--- src/rtl/bcfu_regs.svh ---
// bcfu_regs.svh: widths, flag positions, cycle costs and pc steps
// assumes: included by bare name from the package and the design modules
`ifndef BCFU_REGS_SVH
`define BCFU_REGS_SVH

`define BCFU_PC_W        16
`define BCFU_OFS_W       12
`define BCFU_DATA_W      8
`define BCFU_COST_W      3

`define BCFU_PC_RST      16'h0000
`define BCFU_FLAGS_RST   8'h00

// status flag positions
`define BCFU_FLAG_C      3'h0
`define BCFU_FLAG_Z      3'h1
`define BCFU_FLAG_N      3'h2
`define BCFU_FLAG_V      3'h3
`define BCFU_FLAG_S      3'h4
`define BCFU_FLAG_H      3'h5

// cycle costs
`define BCFU_CYC_ONE     3'h1
`define BCFU_CYC_TWO     3'h2
`define BCFU_CYC_THREE   3'h3
`define BCFU_CYC_FOUR    3'h4

// program counter steps, in words
`define BCFU_STEP_ONE    16'h0001
`define BCFU_STEP_TWO    16'h0002

`endif

--- src/rtl/bcfu_pkg.sv ---
// bcfu_pkg.sv: operation codes and state type of the flow unit
// assumes: bcfu_regs.svh sits on the include path
`include "bcfu_regs.svh"
package bcfu_pkg;

   typedef enum logic [4:0] {
      OP_SEQUENTIAL           = 5'h00,
      OP_RELATIVE_JUMP        = 5'h01,
      OP_POINTER_JUMP         = 5'h02,
      OP_ABSOLUTE_JUMP        = 5'h03,
      OP_RELATIVE_CALL        = 5'h04,
      OP_POINTER_CALL         = 5'h05,
      OP_ABSOLUTE_CALL        = 5'h06,
      OP_COMPARE_SKIP_EQUAL   = 5'h07,
      OP_REGISTER_COMPARE     = 5'h08,
      OP_COMPARE_WITH_CARRY   = 5'h09,
      OP_COMPARE_IMMEDIATE    = 5'h0A,
      OP_SKIP_REG_BIT_CLEAR   = 5'h0B,
      OP_SKIP_REG_BIT_SET     = 5'h0C,
      OP_SKIP_IO_BIT_CLEAR    = 5'h0D,
      OP_SKIP_IO_BIT_SET      = 5'h0E,
      OP_BRANCH_FLAG_SET      = 5'h0F,
      OP_BRANCH_FLAG_CLEAR    = 5'h10,
      OP_BRANCH_EQUAL         = 5'h11,
      OP_BRANCH_NOT_EQUAL     = 5'h12,
      OP_BRANCH_CARRY_SET     = 5'h13,
      OP_BRANCH_CARRY_CLEAR   = 5'h14,
      OP_BRANCH_SAME_OR_HIGHER = 5'h15,
      OP_BRANCH_LOWER         = 5'h16,
      OP_BRANCH_MINUS         = 5'h17,
      OP_BRANCH_PLUS          = 5'h18,
      OP_BRANCH_SIGNED_GE     = 5'h19,
      OP_BRANCH_SIGNED_LT     = 5'h1A,
      OP_BRANCH_HALF_CARRY_SET = 5'h1B,
      OP_BRANCH_HALF_CARRY_CLEAR = 5'h1C
   } bcfu_op_t;

   typedef enum logic [1:0] {
      ST_IDLE = 2'h0,
      ST_EXEC = 2'h1
   } bcfu_state_t;

endpackage

--- src/rtl/bcfu_top.sv ---
// bcfu_top.sv: program flow unit, next pc, compares, skips, branches
// assumes: operands and strobes come from logic on core_clk, no sync
// needed; the issuer holds off while busy_r is high.
//
// Behaviour
// RULE1: relative jump loads pc plus offset plus one in two cycles.
// RULE2: pointer jump two cycles, absolute jump to immediate three cycles.
// RULE3: relative and pointer calls take three cycles, absolute four.
// RULE4: compare_skip_equal skips next instruction when registers are equal.
// RULE5: compares only update Z, N, V, C, H and S in one cycle.
// RULE6: register bit skips test chosen bit clear or set.
// RULE7: I/O bit skips test chosen bit of I/O value.
// RULE8: generic flag branches test indexed status bit set or clear.
// RULE9: branch_equal taken on Z one, branch_not_equal on Z zero.
// RULE10: carry set and lower on C one; clear and same-or-higher on zero.
// RULE11: branch_minus on N one, branch_plus on N zero.
// RULE12: signed greater-or-equal taken when N xor V is zero.
// RULE13: signed less-than taken when N xor V is one, flags untouched.
// RULE14: half carry branches taken on H one or H zero.
// RULE15: branch costs one untaken, two taken; skips cost one, two, three.
// RULE16: every call pushes its return address before pc is redirected.
`timescale 1ns/1ps
`include "bcfu_regs.svh"
module bcfu_top import bcfu_pkg::*; (
   input  wire logic                    core_clk,     // core clock, 20 MHz
   input  wire logic                    rst,          // async reset, high
   input  wire logic                    clk_en,       // freezes all state low
   input  wire logic                    op_valid,     // issue strobe
   input  wire bcfu_op_t                op_code,      // operation
   input  wire logic [`BCFU_OFS_W-1:0]  rel_offset,   // signed word offset
   input  wire logic [`BCFU_PC_W-1:0]   imm_target,   // absolute target
   input  wire logic [`BCFU_PC_W-1:0]   pointer_val,  // pointer register
   input  wire logic [`BCFU_DATA_W-1:0] rd_val,       // first register
   input  wire logic [`BCFU_DATA_W-1:0] rr_val,       // second register
   input  wire logic [`BCFU_DATA_W-1:0] imm_val,      // compare immediate
   input  wire logic [`BCFU_DATA_W-1:0] io_val,       // addressed I/O byte
   input  wire logic [2:0]              bit_sel,      // bit or flag index
   input  wire logic                    next_two_word,// next instr is 2 words
   input  wire logic                    flags_load,   // overwrite flags
   input  wire logic [7:0]              flags_in,     // value to load
   output logic      [`BCFU_PC_W-1:0]   pc_r,         // program counter
   output logic      [7:0]              status_r,     // status flags
   output logic                         busy_r,       // multi-cycle in work
   output logic                         done_r,       // instruction retired
   output logic      [`BCFU_COST_W-1:0] cost_r,       // cycles of last instr
   output logic                         push_valid_r, // return address push
   output logic      [`BCFU_PC_W-1:0]   push_addr_r   // return address
);

   ////////////////////////////////////////////////////////////////////////
   // helpers

   function automatic logic [`BCFU_PC_W-1:0] rel_target(
      input logic [`BCFU_PC_W-1:0]  pc,
      input logic [`BCFU_OFS_W-1:0] ofs
   );
      logic [`BCFU_PC_W-1:0] sext;
      sext = {{(`BCFU_PC_W-`BCFU_OFS_W){ofs[`BCFU_OFS_W-1]}}, ofs};
      // wraps modulo program space, as the core does
      rel_target = pc + sext + `BCFU_STEP_ONE;
   endfunction

   function automatic logic [`BCFU_PC_W-1:0] skip_target(
      input logic [`BCFU_PC_W-1:0] pc,
      input logic                  skip,
      input logic                  two_word
   );
      logic [`BCFU_PC_W-1:0] step;
      step = two_word ? `BCFU_STEP_TWO : `BCFU_STEP_ONE;
      skip_target = skip ? pc + `BCFU_STEP_ONE + step : pc + `BCFU_STEP_ONE;
   endfunction

   function automatic logic [`BCFU_COST_W-1:0] skip_cost(
      input logic skip,
      input logic two_word
   );
      if (!skip)
         skip_cost = `BCFU_CYC_ONE;
      else if (two_word)
         skip_cost = `BCFU_CYC_THREE;
      else
         skip_cost = `BCFU_CYC_TWO;
   endfunction

   function automatic logic [`BCFU_COST_W-1:0] branch_cost(
      input logic taken
   );
      branch_cost = taken ? `BCFU_CYC_TWO : `BCFU_CYC_ONE;
   endfunction

   ////////////////////////////////////////////////////////////////////////
   // compare datapath

   logic [7:0]              cmp_flags;
   logic                    cmp_equal;
   logic [`BCFU_DATA_W-1:0] cmp_rhs;
   logic                    cmp_chain;

   assign cmp_rhs   = (op_code == OP_COMPARE_IMMEDIATE) ? imm_val : rr_val;
   assign cmp_chain = (op_code == OP_COMPARE_WITH_CARRY);

   bcfu_cmp u_cmp (
      .lhs       (rd_val),
      .rhs       (cmp_rhs),
      .use_carry (cmp_chain),
      .flags_in  (status_r),
      .flags_out (cmp_flags),
      .equal     (cmp_equal)
   );

   ////////////////////////////////////////////////////////////////////////
   // decode of one issued operation

   logic [`BCFU_PC_W-1:0]   dec_target;
   logic [`BCFU_COST_W-1:0] dec_cost;
   logic                    dec_push;
   logic [`BCFU_PC_W-1:0]   dec_ret;
   logic                    dec_flags_we;
   logic                    taken;
   logic                    nxv;

   always_comb begin
      dec_target   = pc_r + `BCFU_STEP_ONE;
      dec_cost     = `BCFU_CYC_ONE;
      dec_push     = 1'b0;
      dec_ret      = pc_r + `BCFU_STEP_ONE;
      dec_flags_we = 1'b0;
      taken        = 1'b0;
      nxv          = status_r[`BCFU_FLAG_N] ^ status_r[`BCFU_FLAG_V];
      case (op_code)
         OP_RELATIVE_JUMP: begin
            dec_target = rel_target(pc_r, rel_offset);      // [RULE1]
            dec_cost   = `BCFU_CYC_TWO;                     // [RULE1]
         end
         OP_POINTER_JUMP: begin
            dec_target = pointer_val;                       // [RULE2]
            dec_cost   = `BCFU_CYC_TWO;                     // [RULE2]
         end
         OP_ABSOLUTE_JUMP: begin
            dec_target = imm_target;                        // [RULE2]
            dec_cost   = `BCFU_CYC_THREE;                   // [RULE2]
         end
         OP_RELATIVE_CALL: begin
            dec_target = rel_target(pc_r, rel_offset);
            dec_cost   = `BCFU_CYC_THREE;                   // [RULE3]
            dec_push   = 1'b1;                              // [RULE16]
         end
         OP_POINTER_CALL: begin
            dec_target = pointer_val;
            dec_cost   = `BCFU_CYC_THREE;                   // [RULE3]
            dec_push   = 1'b1;                              // [RULE16]
         end
         OP_ABSOLUTE_CALL: begin
            dec_target = imm_target;
            dec_cost   = `BCFU_CYC_FOUR;                    // [RULE3]
            dec_push   = 1'b1;                              // [RULE16]
            // call itself holds the target word, so return past it
            dec_ret    = pc_r + `BCFU_STEP_TWO;             // [RULE16]
         end
         OP_COMPARE_SKIP_EQUAL: begin
            taken      = cmp_equal;                         // [RULE4]
         end
         OP_REGISTER_COMPARE, OP_COMPARE_WITH_CARRY,
         OP_COMPARE_IMMEDIATE: begin
            dec_flags_we = 1'b1;                            // [RULE5]
         end
         OP_SKIP_REG_BIT_CLEAR: taken = ~rr_val[bit_sel];   // [RULE6]
         OP_SKIP_REG_BIT_SET:   taken =  rr_val[bit_sel];   // [RULE6]
         OP_SKIP_IO_BIT_CLEAR:  taken = ~io_val[bit_sel];   // [RULE7]
         OP_SKIP_IO_BIT_SET:    taken =  io_val[bit_sel];   // [RULE7]
         OP_BRANCH_FLAG_SET:    taken =  status_r[bit_sel]; // [RULE8]
         OP_BRANCH_FLAG_CLEAR:  taken = ~status_r[bit_sel]; // [RULE8]
         OP_BRANCH_EQUAL:       taken =  status_r[`BCFU_FLAG_Z]; // [RULE9]
         OP_BRANCH_NOT_EQUAL:   taken = ~status_r[`BCFU_FLAG_Z]; // [RULE9]
         OP_BRANCH_CARRY_SET,
         OP_BRANCH_LOWER:       taken =  status_r[`BCFU_FLAG_C]; // [RULE10]
         OP_BRANCH_CARRY_CLEAR,
         OP_BRANCH_SAME_OR_HIGHER:
                                taken = ~status_r[`BCFU_FLAG_C]; // [RULE10]
         OP_BRANCH_MINUS:       taken =  status_r[`BCFU_FLAG_N]; // [RULE11]
         OP_BRANCH_PLUS:        taken = ~status_r[`BCFU_FLAG_N]; // [RULE11]
         OP_BRANCH_SIGNED_GE:   taken = ~nxv;                    // [RULE12]
         OP_BRANCH_SIGNED_LT:   taken =  nxv;                    // [RULE13]
         OP_BRANCH_HALF_CARRY_SET:
                                taken =  status_r[`BCFU_FLAG_H]; // [RULE14]
         OP_BRANCH_HALF_CARRY_CLEAR:
                                taken = ~status_r[`BCFU_FLAG_H]; // [RULE14]
         default: begin
            dec_target = pc_r + `BCFU_STEP_ONE;
         end
      endcase
      case (op_code)
         OP_COMPARE_SKIP_EQUAL, OP_SKIP_REG_BIT_CLEAR, OP_SKIP_REG_BIT_SET,
         OP_SKIP_IO_BIT_CLEAR, OP_SKIP_IO_BIT_SET: begin
            dec_target = skip_target(pc_r, taken, next_two_word); // [RULE4]
            dec_cost   = skip_cost(taken, next_two_word);       // [RULE15]
         end
         OP_BRANCH_FLAG_SET, OP_BRANCH_FLAG_CLEAR, OP_BRANCH_EQUAL,
         OP_BRANCH_NOT_EQUAL, OP_BRANCH_CARRY_SET, OP_BRANCH_CARRY_CLEAR,
         OP_BRANCH_SAME_OR_HIGHER, OP_BRANCH_LOWER, OP_BRANCH_MINUS,
         OP_BRANCH_PLUS, OP_BRANCH_SIGNED_GE, OP_BRANCH_SIGNED_LT,
         OP_BRANCH_HALF_CARRY_SET, OP_BRANCH_HALF_CARRY_CLEAR: begin
            dec_target = taken ? rel_target(pc_r, rel_offset)
                               : pc_r + `BCFU_STEP_ONE;     // [RULE8]
            dec_cost   = branch_cost(taken);                // [RULE15]
         end
         default: begin
            dec_cost = dec_cost;
         end
      endcase
   end

   ////////////////////////////////////////////////////////////////////////
   // sequencer

   bcfu_state_t             state_r;
   bcfu_state_t             state_nxt;
   logic [`BCFU_PC_W-1:0]   pc_nxt;
   logic [`BCFU_PC_W-1:0]   pend_pc_r;
   logic [`BCFU_PC_W-1:0]   pend_pc_nxt;
   logic [`BCFU_COST_W-1:0] left_r;
   logic [`BCFU_COST_W-1:0] left_nxt;
   logic [`BCFU_COST_W-1:0] cost_nxt;
   logic [7:0]              status_nxt;
   logic                    busy_nxt;
   logic                    done_nxt;
   logic                    push_valid_nxt;
   logic [`BCFU_PC_W-1:0]   push_addr_nxt;

   always_comb begin
      state_nxt      = state_r;
      pc_nxt         = pc_r;
      pend_pc_nxt    = pend_pc_r;
      left_nxt       = left_r;
      cost_nxt       = cost_r;
      status_nxt     = flags_load ? flags_in : status_r;
      busy_nxt       = busy_r;
      done_nxt       = 1'b0;
      push_valid_nxt = 1'b0;
      push_addr_nxt  = push_addr_r;
      case (state_r)
         ST_IDLE: begin
            if (op_valid) begin
               cost_nxt = dec_cost;
               // compare result wins over a same-cycle external load
               if (dec_flags_we)
                  status_nxt = cmp_flags;                   // [RULE5]
               if (dec_push) begin
                  // push leaves before the pc moves, so it is never lost
                  push_valid_nxt = 1'b1;                    // [RULE16]
                  push_addr_nxt  = dec_ret;                 // [RULE16]
               end
               if (dec_cost == `BCFU_CYC_ONE) begin
                  pc_nxt   = dec_target;
                  done_nxt = 1'b1;
               end else begin
                  state_nxt   = ST_EXEC;
                  pend_pc_nxt = dec_target;
                  left_nxt    = dec_cost - `BCFU_CYC_ONE;   // [RULE15]
                  busy_nxt    = 1'b1;
               end
            end
         end
         ST_EXEC: begin
            left_nxt = left_r - `BCFU_CYC_ONE;
            if (left_r == `BCFU_CYC_ONE) begin
               pc_nxt    = pend_pc_r;                       // [RULE1]
               done_nxt  = 1'b1;
               busy_nxt  = 1'b0;
               state_nxt = ST_IDLE;
            end
         end
         default: begin
            state_nxt = ST_IDLE;
            busy_nxt  = 1'b0;
         end
      endcase
   end

   always_ff @(posedge core_clk or posedge rst) begin
      if (rst) begin
         state_r      <= ST_IDLE;
         pc_r         <= `BCFU_PC_RST;
         pend_pc_r    <= `BCFU_PC_RST;
         left_r       <= '0;
         cost_r       <= '0;
         status_r     <= `BCFU_FLAGS_RST;
         busy_r       <= 1'b0;
         done_r       <= 1'b0;
         push_valid_r <= 1'b0;
         push_addr_r  <= `BCFU_PC_RST;
      end else if (clk_en) begin
         state_r      <= state_nxt;
         pc_r         <= pc_nxt;
         pend_pc_r    <= pend_pc_nxt;
         left_r       <= left_nxt;
         cost_r       <= cost_nxt;
         status_r     <= status_nxt;
         busy_r       <= busy_nxt;
         done_r       <= done_nxt;
         push_valid_r <= push_valid_nxt;
         push_addr_r  <= push_addr_nxt;
      end
   end

endmodule

--- src/rtl/bcfu_cmp.sv ---
// bcfu_cmp.sv: subtract-only compare, produces new status flags
// assumes: purely combinational, operands from the same clock domain
`timescale 1ns/1ps
`include "bcfu_regs.svh"
module bcfu_cmp import bcfu_pkg::*; (
   input  wire logic [`BCFU_DATA_W-1:0] lhs,       // minuend
   input  wire logic [`BCFU_DATA_W-1:0] rhs,       // subtrahend
   input  wire logic                    use_carry, // chain carry and zero
   input  wire logic [7:0]              flags_in,  // current flags
   output logic      [7:0]              flags_out, // updated flags
   output logic                         equal      // lhs equals rhs
);

   logic [`BCFU_DATA_W:0]   diff;
   logic                    cin;
   logic [`BCFU_DATA_W-1:0] res;

   always_comb begin
      cin       = use_carry & flags_in[`BCFU_FLAG_C];
      diff      = {1'b0, lhs} - {1'b0, rhs} - {8'h00, cin};
      res       = diff[`BCFU_DATA_W-1:0];
      equal     = (lhs == rhs);
      flags_out = flags_in;
      flags_out[`BCFU_FLAG_C] = diff[`BCFU_DATA_W];
      flags_out[`BCFU_FLAG_N] = res[7];
      flags_out[`BCFU_FLAG_V] = (lhs[7] & ~rhs[7] & ~res[7])
                              | (~lhs[7] & rhs[7] & res[7]);
      flags_out[`BCFU_FLAG_H] = (~lhs[3] & rhs[3]) | (rhs[3] & res[3])
                              | (res[3] & ~lhs[3]);
      // chained compare keeps zero only if earlier bytes were equal
      flags_out[`BCFU_FLAG_Z] = (res == 8'h00)
                              & (~use_carry | flags_in[`BCFU_FLAG_Z]);
      flags_out[`BCFU_FLAG_S] = res[7] ^ flags_out[`BCFU_FLAG_V];
   end

endmodule

--- config.mk ---
export PLATFORM = sky130hd
export DESIGN_NAME = bcfu_top
export DESIGN_NICKNAME = d
export VERILOG_FILES = /design/src/rtl/bcfu_pkg.sv /design/src/rtl/bcfu_top.sv /design/src/rtl/bcfu_cmp.sv
export VERILOG_INCLUDE_DIRS = /design/src /design/src/rtl
export SDC_FILE = /design/constraint.sdc
export NUM_CORES = 1
export LEC_CHECK = 0
export BUFFER_PORTS_ARGS = -buffer_cell sky130_fd_sc_hd__buf_2
export CAP_MARGIN = 5
export CORE_UTILIZATION = 42
export DETAILED_ROUTE_END_ITERATION = 7
export SYNTH_ARGS = -nofsm -noshare
export SYNTH_HDL_FRONTEND = slang
export SYNTH_SLANG_ARGS = --single-unit
--- constraint.sdc ---
create_clock -name core_clk -period 8 [get_ports core_clk]
set_clock_uncertainty 0.05 [all_clocks]
set_input_delay 1.6 -clock core_clk [delete_from_list [all_inputs] [get_ports core_clk]]
set_output_delay 1.6 -clock core_clk [all_outputs]
set_load 0.01 [all_outputs]
### Word level (Yosys, flattened, before mapping)

Cells that the tools add are included.

* $add $sub $neg: 9
* $lt $le $gt $ge: 1
* eq/ne operators: 37
* muxes and demuxes: 47
* bitwise gates (word level): 29
* reductions and logical operators: 21

Operators with widths (number)
* 16-bit two-way mux: 6
* 5-bit equality test, second input constant: 13
* 16-bit case mux with 2 select lines: 2
* 16-bit case mux with 3 select lines: 1
* 5-bit by 4-bit equality test with 1-bit output, second input constant: 8
* 8-bit two-way mux: 5
* 16-bit by 1-bit adder with 16-bit output, second input constant: 2
* 5-bit by 3-bit equality test with 1-bit output, second input constant: 4
* 1-bit case mux with 17 select lines: 1
* 16-bit adder: 1
* 16-bit by 2-bit adder with 16-bit output: 1
* 16-bit by 2-bit adder with 16-bit output, second input constant: 1
* 4-bit AND reduction: 4
* 1-bit two-way mux: 15
* 1-bit NOT: 14
* 14-bit OR reduction: 1
* 2-bit two-way mux: 6
* 3-bit case mux with 2 select lines: 2
* 2-bit OR reduction: 6
* 5-bit by 2-bit equality test with 1-bit output, second input constant: 2
* 1-bit bitwise AND: 9
* 1-bit binary-select mux with 3-bit select: 3
* 3-bit case mux with 3 select lines: 1
* 3-bit OR reduction: 3
* 22 further kinds: 33

* register bits: 67
* input port bits: 98
* output and inout port bits: 46
* logic and storage cells: 155

### Longest topological paths before layout

Gate-level depths: netlist of run 1.

* depth in word-level cells: 11
* gate-level depth with buffers: 21
* depth with buffers taken out: 18

### Cells and area by module

A second synthesis of run 1 with hierarchy kept.

* cells, all modules: 873
* area, all modules: 6966.7 sq um

Modules (own cells, without submodules)
* bcfu_top: times used 1, cells an instance 792, area each 6333.6 sq um, sequential area each 1626.6 sq um
* bcfu_cmp: times used 1, cells an instance 81, area each 633.1 sq um, sequential area each 0.0 sq um

### Worst setup path after synthesis of run 1

OpenSTA, ideal clock, no wires.

* path type: in2reg
* from: input op_code[2]
* to: register pc_r[0]
* library setup time: 139 ps
* arrival time: 5147 ps
* required time: 7811 ps
* path slack: 2664 ps
* stages on the path: 19
* buffers on the path: 3
* cell sequence: or3b_1 -> nor2_1 -> mux2_2 -> ha_1 -> nand3_1 -> nor3_1 -> o221ai_1 -> nand4_4 -> buf_2 -> a22o_1 -> inv_1 -> ha_1 -> nand3_1 -> o21ai_0 -> and2_1 -> clkbuf_1 -> clkbuf_1 -> nand3_1 -> o221ai_1

* longest elaborated chain between the ends: 9
* elaborated cells on any way between the ends: 52
* classes of those cells: 29 x eq/ne; 13 x mux; 10 x reduce/logical

Ends and longest elaborated chain
* from (decl): line bcfu_top.sv:29 `input wire bcfu_op_t op_code,`
* 5-bit by 4-bit equality test with 1-bit output: line bcfu_top.sv:99 `assign cmp_rhs = (op_code == OP_COMPARE_IMMEDIATE) ? imm_val : rr_val;`
* 8-bit two-way mux: line bcfu_top.sv:99
* 8-bit equality test: line bcfu_cmp.sv:22 `equal = (lhs == rhs);`
* 1-bit case mux with 17 select lines: line bcfu_top.sv:130 `case (op_code)`
* 2-bit two-way mux (on tied branches)
* 3-bit case mux with 2 select lines *: line bcfu_top.sv:192 `case (op_code)`
* via dec_cost[0]: line bcfu_top.sv:115 `` logic [`BCFU_COST_W-1:0] dec_cost; ``
* 3-bit by 1-bit equality test with 1-bit output (no line) *
* 2-bit inequality test (no line) *
* 5-bit AND reduction (no line) *
* to (signal assigned): line bcfu_top.sv:283 `` pc_r <= `BCFU_PC_RST; ``
* to (signal assigned): line bcfu_top.sv:294 `pc_r <= pc_nxt;`
* to (decl): line bcfu_top.sv:41 `` output logic [`BCFU_PC_W-1:0] pc_r, ``

Mark *: on every way through the listed nets, which the timed path passes. The rest lies on a longest branch. The select of a mux whose other input is x is not followed.
A chain may end at the register's enable or synchronous reset.

### Worst setup path after layout of run 1

* from: input op_code[3]
* to: register pend_pc_r[14]

* longest elaborated chain between the ends: 9
* elaborated cells on any way between the ends: 49
* classes of those cells: 28 x eq/ne; 10 x mux; 1 x bitwise; 10 x reduce/logical

Ends and longest elaborated chain
* 5-bit by 4-bit equality test with 1-bit output: line bcfu_top.sv:99
* 8-bit two-way mux: line bcfu_top.sv:99
* 8-bit equality test: line bcfu_cmp.sv:22
* 1-bit case mux with 17 select lines: line bcfu_top.sv:130
* 2-bit two-way mux (on tied branches)
* 3-bit case mux with 2 select lines *: line bcfu_top.sv:192
* via dec_cost[0]: line bcfu_top.sv:115
* 3-bit by 1-bit equality test with 1-bit output (no line) *
* 1-bit NOT (no line) *
* 4-bit AND reduction (no line) *
* to (signal assigned): line bcfu_top.sv:284 `` pend_pc_r <= `BCFU_PC_RST; ``
* to (signal assigned): line bcfu_top.sv:295 `pend_pc_r <= pend_pc_nxt;`
* to (decl): line bcfu_top.sv:219 `` logic [`BCFU_PC_W-1:0] pend_pc_r; ``

Mark *: on every way through the listed nets, which the timed path passes. The rest lies on a longest branch.

==> results of run 1 <==
cell usage in the layout, fill, tap and decap left out, types with 6 or more instances in the layout:
cell type and n:
nor3_1 21, a221o_1 6, clkbuf_16 9, xor2_1 29, o21a_1 6, nand3_1 33, ha_1 38, nand2b_1 8
xnor2_1 36, mux2_2 10, and3_1 14, a211oi_1 8, o21ai_0 45, o21ai_1 24, a222oi_1 6, a21oi_1 61
dfrtp_1 65, o221ai_1 7, nand2_1 85, a21o_1 8, a221oi_1 7, mux2i_1 21, nor2_1 50, o22ai_1 7
inv_1 47, nor2b_1 10, buf_2 143, o211ai_1 10, nand4_1 10, buf_4 8
kinds of logic after synthesis:
group,Yosys count
compound gates,234
xor+xnor,65
fa+ha+maj,42
buf+inv,93
flops,65
mux,36
simple gates,277
power groups by stage:
stage          Combinational, uW  Sequential, uW  Clock [uW]
6_report                     998             620         394
5_1_grt                     1110             638         418
4_1_cts                      994             616         402
3_5_place_dp                 986             622           0
3_3_place_gp                 984             619           0
2_1_floorplan                728             566           0
how the worst max path moves through the flow:
| stage | start | endpoint | slack [ns] |
|---|---|---|---|
| 2_1_floorplan | op_code[2] | pc_r[0] | 2.66 |
| 6_report | op_code[3] | pend_pc_r[14] | 1.96 |
| 4_1_cts | op_code[3] | pend_pc_r[14] | 1.99 |
| 5_1_grt | op_code[3] | pend_pc_r[1] | 1.60 |
| 3_3_place_gp | op_code[3] | pend_pc_r[14] | 1.72 |
| 3_5_place_dp | op_code[3] | pend_pc_r[14] | 1.64 |
worst max-delay path, delay by kind of cell:
kind                     cells  cell delay, ns
AND/OR/NAND/NOR              7            2.28
AO/OA/AOI/OAI                3            1.01
adder cells (fa/ha/maj)      2            0.56
multiplexers                 1            0.40
buffers and inverters        2            0.32
through the flow:
stage                     utilization  power [uW]  std cells  setup WS, ns
after global routing           0.5019        2164       1123         1.599
final                          0.5019        2012       1123         1.957
after floorplan                     -        1294        812         2.664
after global placement         0.4823        1603       1107         1.721
after CTS                      0.5019        2012       1123         1.989
after detailed placement       0.4823        1608       1107         1.636
layer usage:
layer,GRT usage,routed length (um),up-vias
met5,0,0,-
met4,0.06449,351,0
met3,0.05692,1396,31
met2,0.4121,9234,249
met1,0.3680,9564,3064
li1,-,-,3182
flip-flops by register name, summed over array words and instances, names as in the netlist:
register      cells
push_valid_r      1
pc_r             16
done_r            1
busy_r            1
cost_r            3
left_r            3
push_addr_r      16
status_r          8
pend_pc_r        16
final cells by class:
class                      count  area (um^2)  share of cell area
tap                          188        235.2             0.03095
sequential                    65         1627              0.2140
timing repair buffer         151        775.7              0.1021
clock inverter                 7        71.32            0.009383
inverter                      49        183.9             0.02420
multi-input combinational    654         4483              0.5898
clock buffer                   9        225.2             0.02963
==> results.sh, run 1 <==
export IMPL_drt_total_wl_um=20550
export IMPL_wl_per_cell_um=18.30
export IMPL_stdcell_area_um2=7601
export IMPL_end_kind="register"
export IMPL_fmax_ghz=0.1655
export IMPL_synth_top_area_frac=0.2510
export IMPL_drt_first_pass_iters=8
export IMPL_cp_slowest_stage_delay_ns=0.61
export IMPL_synthArstFlopShare=1.000
export IMPL_clock_sinks=65
export IMPL_rsz0062_at_grt="false"
export IMPL_start_util=0.4279
export IMPL_grt_pass1_vias=5988
export IMPL_post_route_min_period_ns=6.043
export IMPL_postCtsResizedCells=0
export IMPL_synthXorXnorAreaFrac=0.08784
export IMPL_ir_drop_mv=0.1493
export IMPL_synth_edf_count=0
export IMPL_synthSimpleGateAreaFrac=0.2168
export IMPL_synthFlopType="dfrtp_1"
export IMPL_status="completed"
export IMPL_layout_drive_gt1_share=0.2225
export IMPL_syn_num_nets=952
export IMPL_syn_cell_area_um2=6481
export IMPL_area_delta_synth_final_pct=17.28
export IMPL_drc=0
export IMPL_worstHoldStart="pend_pc_r[12]"
export IMPL_ys_seq_area_frac=0.2510
export IMPL_die_x_um=126.2
export IMPL_switchingPower_uw=896.3
export IMPL_port_buffers=143
export IMPL_hold_ws_ns=0.4173
export IMPL_ios=144
export IMPL_slew_headroom=0.2479
export IMPL_hold_path_end="pend_pc_r[12]"
export IMPL_yosysUniqueCellTypes=75
export IMPL_cpMaxStageDelayCell="nand2b_1"
export IMPL_clockRootBuffer="clkbuf_16"
export IMPL_synth_fa_ha_area_frac=0.08571
export IMPL_reg2reg_from="status_r[0]"
export IMPL_cts_clk_slew_worst_paths_ns=0.06
export IMPL_place_congestion=0.8943
export IMPL_combPwrFrac=0.496
export IMPL_switching_share=0.4455
export IMPL_yosysMostFrequentCell="nand2_1"
export IMPL_tightestPinTransition_ns=1.128
export IMPL_clk_latency_ns=0.35
export IMPL_core_area_um2=15150
export IMPL_fp_row_count=45
export IMPL_antenna_found_initial=0
export IMPL_synth_area_leaders="dfrtp_1, ha_1, nand2_1"
export IMPL_reg2reg_setup_slack_ns=3.86
export IMPL_finalHoldViolCount=0
export IMPL_reg2regPathDepth=11
export IMPL_setup_viol_count_final=0
export IMPL_first_iter_violations=615
export IMPL_crit_type="in -> reg"
export IMPL_placed_area_um2=7305
export IMPL_p_leak_uw=0.003488
export IMPL_hold_depth=1
export IMPL_grt_max_degree=66
export IMPL_die_area_um2=15930
export IMPL_grt_usage=0.2632
export IMPL_p_seq_frac=0.308
export IMPL_ys_top_cells_by_count="nand2_1, dfrtp_1, a21oi_1"
export IMPL_tns_ns=0
export IMPL_grt_ovfl_total=0
export IMPL_dp_hpwl_um=15840
export IMPL_cp_start_kind="input pin"
export IMPL_slew_viol_final=0
export IMPL_grt_pass1_wl_um=32640
export IMPL_synth_compound_area_frac=0.2346
export IMPL_arrival_ns=6.22
export IMPL_num_vias=6526
export IMPL_avgSynthCellArea_um2=7.982
export IMPL_worstPathMaxFanout=35
export IMPL_min_path_type="reg -> reg"
export IMPL_clkPwrFrac=0.196
export IMPL_htreeDepth=3
export IMPL_drv_cap=0
export IMPL_post_cts_setup_buffers=0
export IMPL_ys_warn_count=0
export IMPL_cts_max_path_buffers=2
export IMPL_p_int_uw=1116
export IMPL_muxShareOfSynthArea=0.06429
export IMPL_fillCellCount=1514
export IMPL_vias_per_cell=5.811
export IMPL_cp_common_cell="ha_1"
export IMPL_ys_ff_latch=65
export IMPL_r2r_end="pend_pc_r[12]"
export IMPL_cts_buffers=9
export IMPL_cts_tree="done"
export IMPL_synth_cells=812
export IMPL_synth_top_family_by_area="compound AO/OA/AOI/OAI gates"
export IMPL_fin_crit_sh=0.7554
export IMPL_n_antenna_cell=0
export IMPL_cts_hold_buffers_added=0
export IMPL_final_nets=1070
export IMPL_yosys_area_top_type="dfrtp_1"
export IMPL_die_y_um=126.2
export IMPL_ant_nets=0
export IMPL_p_per_area_nw_per_um2=264.7
export IMPL_required_ns=8.18
export IMPL_path_cells="buf_2 > or3b_1 > nor2_1 > mux2_2 > ha_1 > nand3_1 > nor3_1 > o221ai_1 > nand4_4 > a22o_1 > inv_1 > ha_1 > nand2_1 > nand2b_1 > o31a_1"
No activity file was read; power rests on OpenSTA's default activity.
==> run 2: changes to the inputs <==
==> constraint.sdc (replaced) <==
create_clock -name core_clk -period 6.1 [get_ports core_clk]
set_clock_uncertainty 0.05 [all_clocks]
set_input_delay 1.22 -clock core_clk [delete_from_list [all_inputs] [get_ports core_clk]]
set_output_delay 1.22 -clock core_clk [all_outputs]
set_load 0.01 [all_outputs]
==> run 2 against run 1 <==
  * Setup slack worse by 1.5 ns
  * Largest cell class unchanged
  * First-iteration DRC count is 22% lower
  * Non-clock buffer count increased by 1
==> results.sh, run 2 (synthesis gave the netlist of run 1 again) <==
export IMPL_cp_start_kind="input pin"
export IMPL_htreeDepth=3
export IMPL_rsz0062_at_grt="false"
export IMPL_cts_buffers=9
export IMPL_fin_util=0.5029
export IMPL_cts_hold_buffers_added=0
export IMPL_slew_viol_final=0
export IMPL_post_cts_setup_buffers=0
export IMPL_postCtsResizedCells=0
export IMPL_p_leak_uw=0.003497
export IMPL_fillCellCount=1542
export IMPL_grt_ovfl_total=0
export IMPL_fmax_ghz=0.1780
export IMPL_cp_top_family="simple AND/OR/NAND/NOR gates"
export IMPL_ios=144
export IMPL_layout_common_cells="buf_2, nand2_1, dfrtp_1"
export IMPL_die_area_um2=15930
export IMPL_grt_max_degree=66
export IMPL_cts_tree="done"
export IMPL_port_buffers=143
export IMPL_clock_sinks=65
export IMPL_arrival_ns=5.80
export IMPL_grt_pass1_vias=6241
export IMPL_status="completed"
export IMPL_ant_nets=0
export IMPL_fin_crit_sh=0.9211
export IMPL_crit_buf_inv=3
export IMPL_wl_met2_um=9369
export IMPL_reg_largest_list="pc_r: 16 flops, pend_pc_r: 16 flops, push_addr_r: 16 flops"
export IMPL_multi_input_area_um2=4483
export IMPL_wl_per_cell_um=18.43
export IMPL_drv_cap=0
export IMPL_die_y_um=126.2
export IMPL_p_per_area_nw_per_um2=347.6
export IMPL_path_cells="buf_2 > or3b_1 > nor2_1 > mux2_2 > inv_1 > ha_1 > nand4_1 > nor3_1 > o221ai_1 > nand4_4 > a22o_1 > inv_1 > ha_1 > nand3_1 > o21ai_0 > and2_1 > nand2_1 > o31a_1"
export IMPL_highest_layer="met4"
export IMPL_clk_latency_ns=0.35
export IMPL_setup_viol_count_final=0
export IMPL_first_iter_violations=477
export IMPL_cpMaxStageDelayCell="and2_1"
export IMPL_wl_met3_um=1240
export IMPL_core_area_um2=15150
export IMPL_cp_slowest_stage_delay_ns=0.62
export IMPL_cts_max_path_buffers=2
export IMPL_tns_ns=0
export IMPL_area_delta_synth_final_pct=17.53
export IMPL_worstPathMaxFanout=22
export IMPL_final_common_cell="buf_2"
export IMPL_ir_drop_mv=0.1955
export IMPL_antenna_found_initial=0
export IMPL_drc=0
export IMPL_grt_pass1_wl_um=33200
export IMPL_die_x_um=126.2
export IMPL_post_route_min_period_ns=5.619
export IMPL_drt_first_pass_iters=8
export IMPL_layout_drive_gt1_share=0.2233
export IMPL_final_nets=1071
export IMPL_tightestPinTransition_ns=1.060
export IMPL_required_ns=6.28
export IMPL_crit_type="in -> reg"
export IMPL_slew_headroom=0.2856
export IMPL_vias_per_cell=5.823
export IMPL_end_kind="register"
export IMPL_grt_usage=0.2677
export IMPL_cts_clk_slew_worst_paths_ns=0.06
export IMPL_place_congestion=0.8944
export IMPL_wl_met1_um=9646
export IMPL_num_vias=6545
export IMPL_min_path_type="reg -> reg"
export IMPL_clockRootBuffer="clkbuf_16"
export IMPL_dp_hpwl_um=16020
export IMPL_regArea_um2=1627
export IMPL_n_antenna_cell=0
export IMPL_finalHoldViolCount=0
export IMPL_drt_total_wl_um=20710
export IMPL_fp_row_count=45
export IMPL_start_util=0.4279
## run 2: path summary, 6_finish.rpt
check,start,to,slack [ns],cells after the start
max in group asynchronous,rst,push_addr_r[3],4.38,3
setup / recovery,op_code[3],pc_r[14],0.48,18
min in group asynchronous,rst,pc_r[15],1.08,3
hold / removal,push_addr_r[2],push_addr_r[2],0.42,2
setup reg to reg,status_r[0],pc_r[14],2.02,12
hold reg to reg,push_addr_r[2],push_addr_r[2],0.42,2
## run 2: through the flow
| stage | hold WS, ns | cell area, um^2 | worst slack (ns) | std cells | total power [uW] |
|---|---|---|---|---|---|
| after CTS | 0.4270 | 7617 | 0.4680 | 1124 | 2651 |
| after global routing | 0.4456 | 7617 | 0.09655 | 1124 | 2856 |
| after global placement | 0.4079 | 7312 | 0.2632 | 1108 | 2100 |
| after detailed placement | 0.4147 | 7312 | 0.1130 | 1108 | 2108 |
| after floorplan | 0.3904 | 6481 | 1.144 | 812 | 1697 |
| final | 0.4230 | 7617 | 0.4812 | 1124 | 2647 |
## run 2: layout make-up
cell class,count,share of cell area
clock buffer,9,0.02957
inverter,49,0.02415
timing repair buffer,152,0.1028
tap,188,0.03088
clock inverter,7,0.01051
multi-input combinational,654,0.5885
sequential,65,0.2135
## run 2: report_power, final
group	internal, uW	leakage, uW	switching [uW]	total, uW
combinational	561	0.00252	746	1310
clock	320	0.000142	213	533
sequential	587	0.000832	221	807
total	1470	0.00350	1180	2650
## run 2: tightest hold or removal path: stages (launching register included)
cell,delay [ns]
dfrtp_1,0.34
nand2_1,0.04
o21ai_0,0.05
## run 2: layer usage
layer	vias to the layer above	track usage
met5	-	0
met4	0	0.08859
met1	3095	0.3639
met3	32	0.04333
li1	3175	-
met2	243	0.4322
==> run 3: changes to the inputs <==
--- a/config.mk
+++ b/config.mk
@@ -6,10 +6,12 @@
 export SDC_FILE = /design/constraint.sdc
 export NUM_CORES = 1
 export LEC_CHECK = 0
+export ABC_AREA = 1
 export BUFFER_PORTS_ARGS = -buffer_cell sky130_fd_sc_hd__buf_2
 export CAP_MARGIN = 5
 export CORE_UTILIZATION = 42
 export DETAILED_ROUTE_END_ITERATION = 7
+export PLACE_DENSITY_LB_ADDON = 0.12
 export SYNTH_ARGS = -nofsm -noshare
 export SYNTH_HDL_FRONTEND = slang
 export SYNTH_SLANG_ARGS = --single-unit
==> run 3 against run 2 <==
  * Cell area up 11%
  * Synthesized cell count up 50%
  * Combinational power up 63%
  * Flip-flop and latch count unchanged
  * Register-to-register slack better by 0.13 ns
  * Worst hold slack better by 0.0045 ns
  * Die area up 14%
  * Critical path depth up 3
  * Non-clock buffer count down 6
  * Core utilization down 1.2 points
  * Power up 32%
  * Sequential power up 10%
  * Largest cell class unchanged
==> results.sh, run 3 <==
export IMPL_fin_crit_sh=0.8377
export IMPL_synth_compound_area_frac=0.1403
export IMPL_cts_tree="done"
export IMPL_end_kind="register"
export IMPL_syn_num_nets=1359
export IMPL_tightestPinTransition_ns=1.042
export IMPL_clkPwrFrac=0.137
export IMPL_switchingPower_uw=1857
export IMPL_stdcell_area_um2=8483
export IMPL_p_seq_frac=0.254
export IMPL_ys_ff_latch=65
export IMPL_port_buffers=143
export IMPL_die_x_um=134.9
export IMPL_fin_util=0.4905
export IMPL_ys_warn_count=0
export IMPL_placed_area_um2=8213
export IMPL_fmax_ghz=0.1957
export IMPL_vias_per_cell=5.401
export IMPL_die_y_um=134.9
export IMPL_status="completed"
export IMPL_dp_hpwl_um=20320
export IMPL_cpMaxStageDelayCell="a21oi_2"
export IMPL_cts_max_path_buffers=2
export IMPL_wl_per_cell_um=16.37
export IMPL_worstPathMaxFanout=35
export IMPL_post_cts_setup_buffers=0
export IMPL_hold_ws_ns=0.4275
export IMPL_synth_cells=1219
export IMPL_layout_drive_gt1_share=0.1553
export IMPL_fp_row_count=48
export IMPL_cp_start_kind="input pin"
export IMPL_syn_cell_area_um2=7421
export IMPL_grt_ovfl_total=0
export IMPL_avgSynthCellArea_um2=6.088
export IMPL_synthSimpleGateAreaFrac=0.4116
export IMPL_p_leak_uw=0.004556
export IMPL_yosys_area_top_type="dfrtp_1"
export IMPL_antenna_found_initial=1
export IMPL_cts_hold_buffers_added=0
export IMPL_drt_first_pass_iters=5
export IMPL_ys_seq_area_frac=0.2192
export IMPL_combPwrFrac=0.609
export IMPL_reg_largest_list="pc_r: 16 flops, pend_pc_r: 16 flops, push_addr_r: 16 flops"
export IMPL_core_area_um2=17300
export IMPL_arrival_ns=5.28
export IMPL_crit_type="in -> reg"
export IMPL_drv_cap=0
export IMPL_ir_drop_mv=0.1962
export IMPL_synth_fa_ha_area_frac=0.07486
export IMPL_synth_top_area_frac=0.2192
export IMPL_min_path_type="reg -> reg"
export IMPL_grt_pass1_wl_um=41030
export IMPL_ant_nets=0
export IMPL_muxShareOfSynthArea=0.003035
export IMPL_finalHoldViolCount=0
export IMPL_n_antenna_cell=0
export IMPL_final_common_cell="nand2_1"
export IMPL_fin_total_pwr_uw=3500
export IMPL_synth_edf_count=0
export IMPL_start_util=0.4290
export IMPL_path_cells="buf_2 > inv_2 > nand2_2 > nor2_4 > nand2_1 > o21ai_0 > inv_1 > ha_1 > nand4_1 > nor3_2 > nand3_2 > nand3_4 > nor2_1 > ha_1 > nand2_1 > inv_1 > nand2_1 > a21oi_2 > inv_2 > a21oi_1 > a21oi_2"
export IMPL_yosysMostFrequentCell="nand2_1"
export IMPL_post_route_min_period_ns=5.110
export IMPL_switching_share=0.5304
export IMPL_cp_slowest_stage_delay_ns=0.44
export IMPL_required_ns=6.27
export IMPL_area_delta_synth_final_pct=14.31
export IMPL_yosysUniqueCellTypes=46
export IMPL_rsz0062_at_grt="false"
export IMPL_clock_sinks=65
export IMPL_cts_buffers=9
export IMPL_tns_ns=0
export IMPL_num_vias=8447
export IMPL_ios=144
export IMPL_setup_viol_count_final=0
export IMPL_grt_max_degree=66
export IMPL_clk_latency_ns=0.33
export IMPL_drc=0
export IMPL_layout_common_cells="nand2_1, inv_1, buf_2"
export IMPL_synthXorXnorAreaFrac=0.03777
export IMPL_first_iter_violations=653
export IMPL_clockRootBuffer="clkbuf_16"
export IMPL_grt_usage=0.2894
export IMPL_synthArstFlopShare=1.000
export IMPL_grt_pass1_vias=8022
export IMPL_drt_total_wl_um=25600
export IMPL_cp_common_cell="nand2_1"
export IMPL_die_area_um2=18200
export IMPL_slew_viol_final=0
export IMPL_p_per_area_nw_per_um2=412.6
export IMPL_cts_clk_slew_worst_paths_ns=0.05
export IMPL_p_int_uw=1644
export IMPL_htreeDepth=3
export IMPL_final_nets=1477
export IMPL_place_congestion=0.9770
export IMPL_postCtsResizedCells=0
export IMPL_slew_headroom=0.3017
export IMPL_ys_top_cells_by_count="nand2_1, inv_1, nand3_1"
export IMPL_synth_area_leaders="dfrtp_1, nand2_1, nand3_1"
export IMPL_synthFlopType="dfrtp_1"
export IMPL_synth_top_family_by_area="simple AND/OR/NAND/NOR gates"
run 3: cell types whose count changed after synthesis, moves of 14 or more:
cell	change
nand2_1	+285
xnor2_1	-26
nand4_1	+30
inv_1	+98
nand3_1	+99
a21oi_1	+14
nor2_1	+61
clkbuf_1	-16
inv_2	+14
and3_1	-14
mux2i_1	-21
run 3: stage by stage:
step	worst slack, ns	std cells
6_report	0.9898	1564
5_1_grt	0.5066	1564
4_1_cts	1.024	1564
3_5_place_dp	0.6888	1551
3_3_place_gp	0.8381	1551
2_1_floorplan	1.612	1219
run 3: worst paths after layout:
kind,startpoint,to,slack [ns],depth (start not counted)
min,push_addr_r[5],push_addr_r[5],0.43,2
max in group asynchronous,rst,pc_r[12],4.34,3
max,op_code[0],pc_r[2],0.99,21
min reg2reg,push_addr_r[5],push_addr_r[5],0.43,2
min in group asynchronous,rst,status_r[6],1.08,3
max reg2reg,status_r[2],pc_r[2],2.15,19
run 3: area by class of cell:
class / count / area (um^2)
clock buffer: 13 / 270.3
fill: 1851 / 8813
inverter: 162 / 608.1
multi-input combinational: 953 / 4959
sequential: 65 / 1627
tap: 225 / 281.5
timing repair buffer: 146 / 738.2
run 3: cells by family after synthesis:
family	after synthesis
AND/OR/NAND/NOR	698
buffers and inverters	201
AO/OA/AOI/OAI	179
flip-flops	65
adder cells (fa/ha/maj)	42
XOR/XNOR	32
multiplexers	2
run 3: critical path, delay by kind of cell:
family	cells	cell delay, ns
compound gates	4	1.06
fa+ha+maj	2	0.49
buf+inv	5	0.70
simple gates	10	1.80
run 3: metal layers:
layer | global-route usage | part of all wire
met2 | 0.5026 | 0.48
met5 | 0 | 0.00043
met1 | 0.3578 | 0.42
met3 | 0.04880 | 0.060
met4 | 0.1067 | 0.034
run 3: power groups by stage:
stage | logic, uW | clock network [uW] | registers (uW)
after floorplan | 1530 | 0 | 790
after global placement | 2090 | 0 | 895
after detailed placement | 2100 | 0 | 893
after CTS | 2110 | 485 | 886
after global routing | 2390 | 506 | 912
final | 2130 | 480 | 889
